--- config.mk ---
export PLATFORM = sky130hd
export DESIGN_NAME = iom_monitor
export DESIGN_NICKNAME = d
export VERILOG_FILES = /design/src/design/iom_pkg.sv /design/src/design/iom_ram_if.sv /design/src/design/iom_dpram.sv /design/src/design/iom_monitor.sv
export VERILOG_INCLUDE_DIRS = /design/src /design/src/design
export SDC_FILE = /design/constraint.sdc
export NUM_CORES = 2
export LEC_CHECK = 0
export ABC_AREA = 1
export CAP_MARGIN = 20
export CORE_ASPECT_RATIO = 1.5
export CORE_MARGIN = 2
export CORE_UTILIZATION = 60
export CTS_BUF_LIST = sky130_fd_sc_hd__clkbuf_4
export DETAILED_ROUTE_END_ITERATION = 12
export DONT_BUFFER_PORTS = 1
export PLACE_DENSITY = 0.76
export SETUP_SLACK_MARGIN = 0.02
export SYNTH_ARGS = -nofsm -noshare
export SYNTH_HDL_FRONTEND = slang
export SYNTH_SLANG_ARGS = --single-unit
--- constraint.sdc ---
create_clock -name mclk -period 18.78 [get_ports mclk]
set_input_delay 3.756 -clock mclk [delete_from_list [all_inputs] [get_ports mclk]]
set_output_delay 3.756 -clock mclk [all_outputs]
set_load 0.01 [all_outputs]
--- src/design/iom_regs.svh ---
// Constants for the bus monitor shared RAM: widths and synchroniser depth
`ifndef IOM_REGS_SVH
`define IOM_REGS_SVH
`define IOM_ADDR_W 9
`define IOM_DATA_W 8
`define IOM_RAM_DEPTH 512
`define IOM_SYNC_STAGES 3
`define IOM_HIGH_BYTE_BIT 0
`define IOM_DATA_RST 8'h00
`endif
--- src/design/iom_pkg.sv ---
// Types shared by the bus monitor shared RAM modules
`default_nettype none
`include "iom_regs.svh"
package iom_pkg;
  typedef logic [`IOM_ADDR_W-1:0] iom_addr_t;
  typedef logic [`IOM_DATA_W-1:0] iom_byte_t;
  typedef enum logic [1:0] {
    IOM_CS_IDLE,
    IOM_CS_CYCLE,
    IOM_CS_STORE_LOW
  } iom_ctl_e;
endpackage : iom_pkg
`default_nettype wire

--- src/design/iom_ram_if.sv ---
// Carrier between the monitor control logic and the shared RAM
`default_nettype none
interface iom_ram_if;
  import iom_pkg::*;
  logic ce;
  logic we;
  iom_addr_t waddr;
  iom_byte_t wdata;
  logic re;
  iom_addr_t raddr;
  iom_byte_t rdata;
  modport ctrl (output ce, output we, output waddr, output wdata, output re, output raddr,
    input rdata);
  modport ram (input ce, input we, input waddr, input wdata, input re, input raddr,
    output rdata);
endinterface : iom_ram_if
`default_nettype wire

--- src/design/iom_dpram.sv ---
// Shared 512-byte RAM: one control-side write port, one monitor-side read port
`default_nettype none
`include "iom_regs.svh"
module iom_dpram
  import iom_pkg::*;
(
  input wire logic mclk,
  input wire logic rst_n,
  iom_ram_if.ram port
);
  iom_byte_t mem [`IOM_RAM_DEPTH];

  always_ff @(posedge mclk) begin
    if (port.ce && port.we) begin
      mem[port.waddr] <= port.wdata;
    end
  end

  // Same-byte collision hands back the whole new byte, never a mix
  always_ff @(posedge mclk) begin
    if (!rst_n) begin
      port.rdata <= `IOM_DATA_RST;
    end else if (port.ce && port.re) begin
      if (port.we && port.waddr == port.raddr) begin
        port.rdata <= port.wdata;
      end else begin
        port.rdata <= mem[port.raddr];
      end
    end
  end
endmodule : iom_dpram
`default_nettype wire

--- src/design/iom_monitor.sv ---
// Bus monitor: snoops the control bus into shared RAM, serves the monitor bus
`default_nettype none
`include "iom_regs.svh"
module iom_monitor
  import iom_pkg::*;
#(
  parameter int ADDR_W = `IOM_ADDR_W,
  parameter int DATA_W = `IOM_DATA_W
) (
  input wire logic mclk,
  input wire logic rst_n,
  input wire logic clk_en,
  input wire logic [ADDR_W-1:0] ctl_addr,
  input wire logic [DATA_W-1:0] ctl_data,
  input wire logic ctl_rd_n,
  input wire logic ctl_wr_n,
  input wire logic ctl_ack_n,
  input wire logic ctl_word,
  input wire logic ack_bypass,
  input wire logic [ADDR_W-1:0] mon_addr,
  input wire logic mon_rd_n,
  input wire logic mon_wr_n,
  output logic [DATA_W-1:0] mon_data_o,
  output logic mon_data_oe,
  output logic mon_ack_n
);
  if (ADDR_W != `IOM_ADDR_W || DATA_W != `IOM_DATA_W) begin : g_bad_width
    $error("iom_monitor: RAM is fixed at 512 bytes of 8 bits");
  end

  localparam int CW = ADDR_W + DATA_W + 5;
  localparam int MW = ADDR_W + 2;

  // ------------------------------------------------------------
  // Pin synchronisers
  // ------------------------------------------------------------
  logic [CW-1:0] c_s1_q, c_s2_q, c_s3_q, c_v_q;
  logic [MW-1:0] m_s1_q, m_s2_q, m_s3_q, m_v_q;

  // A bit moves only once stages two and three agree
  function automatic logic [CW-1:0] iom_settle(input logic [CW-1:0] a,
                                              input logic [CW-1:0] b,
                                              input logic [CW-1:0] prev);
    iom_settle = (a & ~(a ^ b)) | (prev & (a ^ b));
  endfunction : iom_settle

  always_ff @(posedge mclk) begin
    if (!rst_n) begin
      c_s1_q <= '1;
      c_s2_q <= '1;
      c_s3_q <= '1;
      c_v_q <= '1;
    end else if (clk_en) begin
      c_s1_q <= {ctl_rd_n, ctl_wr_n, ctl_ack_n, ctl_word, ack_bypass, ctl_addr, ctl_data};
      c_s2_q <= c_s1_q;
      c_s3_q <= c_s2_q;
      c_v_q <= iom_settle(c_s2_q, c_s3_q, c_v_q);
    end
  end

  always_ff @(posedge mclk) begin
    if (!rst_n) begin
      m_s1_q <= '1;
      m_s2_q <= '1;
      m_s3_q <= '1;
      m_v_q <= '1;
    end else if (clk_en) begin
      m_s1_q <= {mon_rd_n, mon_wr_n, mon_addr};
      m_s2_q <= m_s1_q;
      m_s3_q <= m_s2_q;
      m_v_q <= MW'(iom_settle(CW'(m_s2_q), CW'(m_s3_q), CW'(m_v_q)));
    end
  end

  logic c_rd, c_wr, c_ack, c_word, c_bypass;
  iom_addr_t c_addr;
  iom_byte_t c_data;
  logic m_rd, m_wr;
  iom_addr_t m_addr;

  // Control data pins are only ever sampled, no driver exists for them
  assign c_rd = ~c_v_q[CW-1];
  assign c_wr = ~c_v_q[CW-2];
  assign c_ack = ~c_v_q[CW-3];
  assign c_word = c_v_q[CW-4];
  assign c_bypass = c_v_q[CW-5];
  assign c_addr = c_v_q[ADDR_W+DATA_W-1:DATA_W];
  assign c_data = c_v_q[DATA_W-1:0];
  assign m_rd = ~m_v_q[MW-1];
  assign m_wr = ~m_v_q[MW-2];
  assign m_addr = m_v_q[ADDR_W-1:0];

  // ------------------------------------------------------------
  // Control bus snoop
  // ------------------------------------------------------------
  iom_ram_if ram_if ();
  iom_ctl_e cs_q;
  logic is_wr_q, ack_seen_q, word_q;
  iom_addr_t addr_q, pend_addr_q;
  iom_byte_t data_q, pend_data_q;
  logic pend_v_q;
  logic store, hold_low;
  logic we_q;
  iom_addr_t waddr_q;
  iom_byte_t wdata_q;

  assign store = is_wr_q || ack_seen_q || c_bypass;
  assign hold_low = word_q && !addr_q[`IOM_HIGH_BYTE_BIT];

  always_ff @(posedge mclk) begin
    if (!rst_n) begin
      cs_q <= IOM_CS_IDLE;
      is_wr_q <= 1'b0;
      ack_seen_q <= 1'b0;
      word_q <= 1'b0;
      addr_q <= '0;
      data_q <= `IOM_DATA_RST;
    end else if (clk_en) begin
      unique case (cs_q)
        IOM_CS_IDLE: begin
          if (c_rd || c_wr) begin
            cs_q <= IOM_CS_CYCLE;
            is_wr_q <= c_wr;
            ack_seen_q <= c_ack;
          end
        end
        IOM_CS_CYCLE: begin
          if (c_rd || c_wr) begin
            // Latest values win; the bus settles before the strobe ends
            addr_q <= c_addr;
            data_q <= c_data;
            word_q <= c_word;
            ack_seen_q <= ack_seen_q | c_ack;
          end else if (store && !hold_low && pend_v_q) begin
            cs_q <= IOM_CS_STORE_LOW;
          end else begin
            cs_q <= IOM_CS_IDLE;
          end
        end
        IOM_CS_STORE_LOW: begin
          cs_q <= IOM_CS_IDLE;
        end
      endcase
    end
  end

  // Low byte of a word waits here; RAM keeps the whole old word meanwhile
  always_ff @(posedge mclk) begin
    if (!rst_n) begin
      pend_v_q <= 1'b0;
      pend_addr_q <= '0;
      pend_data_q <= `IOM_DATA_RST;
    end else if (clk_en) begin
      if (cs_q == IOM_CS_CYCLE && !c_rd && !c_wr && store && hold_low) begin
        pend_v_q <= 1'b1;
        pend_addr_q <= addr_q;
        pend_data_q <= data_q;
      end else if (cs_q == IOM_CS_STORE_LOW) begin
        pend_v_q <= 1'b0;
      end
    end
  end

  always_ff @(posedge mclk) begin
    if (!rst_n) begin
      we_q <= 1'b0;
      waddr_q <= '0;
      wdata_q <= `IOM_DATA_RST;
    end else if (clk_en) begin
      we_q <= 1'b0;
      if (cs_q == IOM_CS_CYCLE && !c_rd && !c_wr && store && !hold_low) begin
        we_q <= 1'b1;
        waddr_q <= addr_q;
        wdata_q <= data_q;
      end else if (cs_q == IOM_CS_STORE_LOW) begin
        we_q <= 1'b1;
        waddr_q <= pend_addr_q;
        wdata_q <= pend_data_q;
      end
    end
  end

  // ------------------------------------------------------------
  // Monitor bus read port
  // ------------------------------------------------------------
  logic lock;
  logic rd_done_q, re_q, rvalid_q;
  iom_addr_t raddr_q;

  // Between the high and the low byte commit the word is torn; reads wait
  assign lock = (cs_q == IOM_CS_STORE_LOW) || (we_q && pend_v_q);

  always_ff @(posedge mclk) begin
    if (!rst_n) begin
      rd_done_q <= 1'b0;
      re_q <= 1'b0;
      rvalid_q <= 1'b0;
      raddr_q <= '0;
    end else if (clk_en) begin
      re_q <= 1'b0;
      rvalid_q <= re_q;
      if (!m_rd) begin
        rd_done_q <= 1'b0;
      end else if (!rd_done_q && !re_q && !lock) begin
        re_q <= 1'b1;
        raddr_q <= m_addr;
        rd_done_q <= 1'b1;
      end
    end
  end

  always_ff @(posedge mclk) begin
    if (!rst_n) begin
      mon_data_o <= `IOM_DATA_RST;
      mon_data_oe <= 1'b0;
      mon_ack_n <= 1'b1;
    end else if (clk_en) begin
      // Writes get an acknowledge but never reach the RAM
      mon_ack_n <= ~(m_rd || m_wr);
      if (!m_rd) begin
        mon_data_oe <= 1'b0;
      end else if (rvalid_q) begin
        mon_data_o <= ram_if.rdata;
        mon_data_oe <= 1'b1;
      end
    end
  end

  assign ram_if.ce = clk_en;
  assign ram_if.we = we_q;
  assign ram_if.waddr = waddr_q;
  assign ram_if.wdata = wdata_q;
  assign ram_if.re = re_q;
  assign ram_if.raddr = raddr_q;

  iom_dpram u_ram (
    .mclk(mclk),
    .rst_n(rst_n),
    .port(ram_if.ram)
  );
endmodule : iom_monitor
`default_nettype wire

# ---- Word level (Yosys, flattened, before mapping)
# Memory sizes are Yosys's and may differ from the RTL's. A register that Yosys moved wholly into a read port is not among the register bits.
# Index checks and enable logic that the tools add are counted.
dict set report classes {
  n_reduce_logical 41
  n_bitwise 17
  eq_ne 5
  n_mux 23
}
# op n
set op_table {}
lappend op_table {{22-bit AND} 2}
lappend op_table {{11-bit AND} 2}
lappend op_table {{22-bit NOT} 1}
lappend op_table {{22-bit OR} 1}
lappend op_table {{22-bit bitwise XOR} 1}
lappend op_table {{9-bit 2-to-1 mux} 2}
lappend op_table {{8-bit 2-to-1 mux} 2}
lappend op_table {{3-bit AND reduction} 5}
lappend op_table {{1-bit 2-to-1 mux} 14}
lappend op_table {{1-bit logical AND} 13}
lappend op_table {{11-bit NOT} 1}
lappend op_table {{11-bit OR} 1}
lappend op_table {{11-bit bitwise XOR} 1}
lappend op_table {{2-bit AND reduction} 5}
lappend op_table {{2-bit nonzero test} 5}
lappend op_table {{1-bit logical NOT} 6}
lappend op_table {{2-bit 2-to-1 mux} 3}
lappend op_table {{2-bit inequality test, second input constant} 3}
lappend op_table {{1-bit NOT} 6}
lappend op_table {{2-bit case mux with 3 select lines} 1}
lappend op_table {{1-bit logical OR} 5}
lappend op_table {{4-bit AND reduction} 1}
lappend op_table {{2-bit by 1-bit equality test with 1-bit output, second input constant} 1}
lappend op_table {{2-bit equality test, second input constant} 1}
lappend op_table {{other kinds (3)} 3}
dict set report word_totals {
  ff_bits 212
  ramBits 4096
  mem_count 1
  wordCells 114
}
# name depth width rd rd_clocked_by_memory_dff write_ports line_no
set mem_list {}
lappend mem_list {u_ram.mem 512 8 1 1 1 iom_dpram.sv:11} ;# iom_byte_t mem [`IOM_RAM_DEPTH];

# ---- Logic depth before layout (Yosys ltp)
dict set report depth {
  word_depth 8
  ltp_mapped 17
}

# ---- Modules after synthesis
# From an unflattened synthesis, not the netlist that was laid out.
dict set report unflattened {
  cells_unflattened 14971
  area_unflattened_um2 175527.1
}
# module seq_area_each_um2 cells_each area_per_inst_um2 n_inst
set by_module_without_submodules {}
lappend by_module_without_submodules {iom_dpram 123158.1 13915 167430.6 1}
lappend by_module_without_submodules {iom_monitor 4244.1 1056 8096.5 1}

# ---- Worst setup path after synthesis
# OpenSTA, ideal clock, no wires.
dict set report synth_timing {
  path_type {register to register}
  from {reg wdata_q[0], in the netlist ram_if.wdata[0]}
  to {mem u_ram.mem[0][0] (netlist bit), data pin}
  setup_slack_ns 10.742
  path_buffers 0
  stages_incl_launch_ff 1
  arrival_ns 6.526
  cell_sequence {dfxtp_1}
}
# item line_no
set synth_lines {}
lappend synth_lines {{start, declared} iom_monitor.sv:105} ;# iom_byte_t wdata_q;
lappend synth_lines {{start signal, assigned} iom_monitor.sv:168} ;# wdata_q <= `IOM_DATA_RST;
lappend synth_lines {{start signal, assigned} iom_monitor.sv:174} ;# wdata_q <= data_q;
lappend synth_lines {{start signal, assigned} iom_monitor.sv:178} ;# wdata_q <= pend_data_q;
lappend synth_lines {{end, declared} iom_dpram.sv:11}
# Straight into the memory's write port.

==> flow_summary_export.csv <==
group,metric,value,unit
status,status,"completed",
drt,routed_wl,471000,um
power,switchingPower,4.323,mW
drt,via_per_inst,6.155,
floorplanning,dieHeight,663.7,um
cells_and_area,post-route-util,64.58,%
floorplanning,fp.coreArea,289200,um^2
drt,drc_errors,0,
timing,rsz0062_at_grt,"false",
cells_and_area,area_growth,7.275,%
cts,clock_sinks,4316,
power,p_int,14.29,mW
timing,finalSetupViolations,0,
cts,cts_tree,"built",
grt,grt_overflow,0,
cts,postCtsSetupRepairBufs,0,
drt,drt_first_pass_iters,7,
cts,cts-root-buf,"clkbuf_4",
timing,setup_tns,0,ns
cells_and_area,nets,14880,
floorplanning,io_pins,46,
synthesis,postSynth.asyncResetShare,0,%
floorplanning,die_w,443.8,um
drt,wl_per_cell,24.36,um
synthesis,ys_seq_area_share,73.18,%
critical_path,reg2regPathDepth,17,
cts,cts_resized,0,
hold_path,holdCritPathClass,"register to register",
critical_path,reg2reg_setup_slack,12.04,ns
synthesis,synth-seq-cells,4316,
timing,period_minus_slack,6.742,ns
placed_design,gp_congestion,0.9455,
power,finalPower,18.61,mW
synthesis,synth_top_cell_area_share,70.65,%
grt,grt_usage,31.32,%
synthesis,synth_cell_types,35,
cts,path_clk_slew,0.08,ns
job,max-cap-violations,0,
power,pwr-share-comb,5.0,%
drt,drt_iter0_markers,16100,
timing,maxSlewHeadroom,14.51,%
floorplanning,start_util,60.20,%
timing,min_period_over_period,35.90,%
synthesis,synth.avg_cell_area,11.74,um^2
synthesis,synth_area,174100,um^2
power,p_leak,66.11,nW
grt,grt_pass1_wl,688900,um
cts,postCtsHoldBufs,0,
cells_and_area,nFillCells,20980,
synthesis,syn_inst,14830,
grt,grt_max_degree,231,
critical_path,cp_max_fo,176,
power,irDropWorstVdd,0.07244,mV
timing,worstMarginPinSlew,1.281,ns
grt,antenna_found_initial,14,
hold_path,holdCritStartpoint,"c_s3_q[12]$_SDFFE_PN1P_",
power,pwr-share-clk,36.6,%
timing,drv_slew,0,
hold_path,whs_path_depth,2,
critical_path,cp-end-kind,"register",
placed_design,io_buffers,0,
synthesis,yosysTopAreaCell,"edfxtp_1",
power,power.density,99.65,nW/um^2
critical_path,rr_startpoint,"raddr_q[0]$_SDFFE_PN0P_",
cts,cts_buffers,897,
power,p_seq_share,58.3,%
synthesis,synth_area_leaders,"edfxtp_1, nand3_1, nand2_1",
timing,fin_skew,0.08511,ns
critical_path,worstReg2RegEnd,"u_ram.port.rdata[0]$_SDFFE_PN0P_",
cts,cts_buffer_depth,4,
critical_path,worstSetupPathType,"register to register",
critical_path,cp.arrival,8.08,ns
cts,clk_latency,1.44,ns
power,swShare,23.23,%
synthesis,synthFlopType,"edfxtp_1",
synthesis,synth_edf_count,4096,
drt,via_count,119000,
synthesis,synth_nets,14870,
critical_path,start_kind,"register",
synthesis,yosys_warnings,0,
critical_path,cp.required,20.12,ns
timing,finalHoldViolCount,0,
cts,htreeDepth,6,
timing,max_freq,148.3,MHz
cells_and_area,drive_gt1_share,10.15,%
placed_design,dp_hpwl,269300,um
drt,ant_nets,0,
floorplanning,num_rows,242,
grt,first_global_vias,115500,
floorplanning,die_area,294600,um^2
## cell families (layout without fill, tap and decap cells)
| group | Yosys count | after routing | share of synthesized area, % |
|---|---|---|---|
| AND/OR/NAND/NOR | 8864 | 8864 | 22.04 |
| flip-flops | 4316 | 4316 | 73.18 |
| buffers and inverters | 1176 | 1891 | 3.249 |
| AO/OA/AOI/OAI | 466 | 466 | 1.481 |
| XOR/XNOR | 4 | 4 | 0.02013 |
| adder cells (fa/ha/maj) | 3 | 3 | 0.02156 |
| other | 0 | 9 | 0 |
## layout by cell type, fill, tap and decap left out, drive strengths merged, types with 132 or more instances in the layout
cell type,instances
nor2,624
nand3,4036
inv,132
nand2,4182
clkinv,333
dfxtp,220
clkbuf,1224
edfxtp,4096
buf,174
o21ai,229
## registers in the layout (all words and copies together) (netlist names), 2 cells and up, named ones only
register / cells
data_q: 8
c_s3_q: 22
cs_q: 2
u_ram.mem: 4096
pend_data_q: 8
c_s2_q: 22
raddr_q: 9
m_s2_q: 11
mon_data_o: 8
pend_addr_q: 9
m_s3_q: 11
c_s1_q: 22
ram_if.waddr: 9
m_s1_q: 11
ram_if.wdata: 8
u_ram.port.rdata: 8
addr_q: 9
## how the worst max path moves through the flow
stage	start	to	slack, ns	depth (start not counted)
CTS	raddr_q[0]$_SDFFE_PN0P_	u_ram.port.rdata[4]$_SDFFE_PN0P_	12.33	17
global placement	clk_en	u_ram.mem[450][1]$_DFFE_PP_	11.62	5
global route	raddr_q[0]$_SDFFE_PN0P_	u_ram.port.rdata[0]$_SDFFE_PN0P_	11.68	17
finish	raddr_q[0]$_SDFFE_PN0P_	u_ram.port.rdata[0]$_SDFFE_PN0P_	12.04	17
floorplan	ram_if.wdata[0]$_SDFFE_PN0P_	u_ram.mem[0][0]$_DFFE_PP_	10.74	0
detailed placement	clk_en	u_ram.mem[467][0]$_DFFE_PP_	12.25	6
## worst max-delay path, cell delays in order (launching register included)
cell,delay (ns)
dfxtp_4,0.48
inv_8,0.66
buf_4,0.86
buf_4,0.83
buf_4,0.91
buf_4,0.78
nand2_1,0.12
nand3_1,0.13
nand3_1,0.11
nand3_1,0.20
nand3_1,0.14
nand3_1,0.11
nand3_1,0.44
nand3_1,0.28
nand3_1,0.11
nand3_1,0.09
nand2_1,0.06
a21oi_1,0.11
## cell usage after synthesis, types with 14 or more instances
library cell / instances
buf_2: 411
nand3_1: 4036
edfxtp_1: 4096
buf_4: 125
nor2_1: 623
o21ai_0: 228
dfxtp_1: 220
nand2_1: 4182
o22ai_1: 33
a31oi_1: 17
nor3_1: 14
o211ai_1: 66
buf_1: 114
clkbuf_1: 373
buf_6: 33
inv_1: 111
a21oi_1: 116
## power by group through the flow
stage | logic (mW) | clock network (mW) | registers [mW]
after floorplan | 0.321 | 0 | 11.4
after global placement | 0.910 | 0 | 11.1
after detailed placement | 0.916 | 0 | 11.1
after CTS | 0.917 | 6.87 | 10.9
after global routing | 0.985 | 7.32 | 10.9
final | 0.940 | 6.81 | 10.9
## layout make-up
type                            instances  area (um^2)  share of cell area [%]
Sequential cell                      4316       127500                   68.25
Multi-Input combinational cell       9337        41160                   22.04
Clock buffer                         1224         9189                   4.920
Tap cell                             3782         4732                   2.534
Clock inverter                        374         2190                   1.172
Timing Repair Buffer                  174         1516                  0.8120
Inverter                              119        485.5                  0.2600
Antenna cell                            9        22.52                 0.01206
## metrics by stage
stage	setup slack (ns)	instances	instance area [um^2]	hold slack (ns)
6_report	12.04	19340	186800	0.4330
5_1_grt	11.68	19330	186700	0.4529
4_1_cts	12.33	19330	186700	0.4379
3_5_place_dp	12.25	17730	175400	0.4270
3_3_place_gp	11.62	17720	175300	0.4206
2_1_floorplan	10.74	14830	174100	0.4151
## metal layers
| metal | vias up | part of all wire [%] | routed length (um) | GRT usage (%) |
|---|---|---|---|---|
| met5 | - | 0.017 | 78 | 0.08182 |
| met2 | 8042 | 49 | 229900 | 52.22 |
| met1 | 56000 | 34 | 158200 | 36.93 |
| met3 | 1667 | 11 | 49750 | 6.237 |
| met4 | 12 | 7.0 | 33090 | 20.86 |
| li1 | 53280 | - | - | - |
No activity file was read; power rests on OpenSTA's default activity.
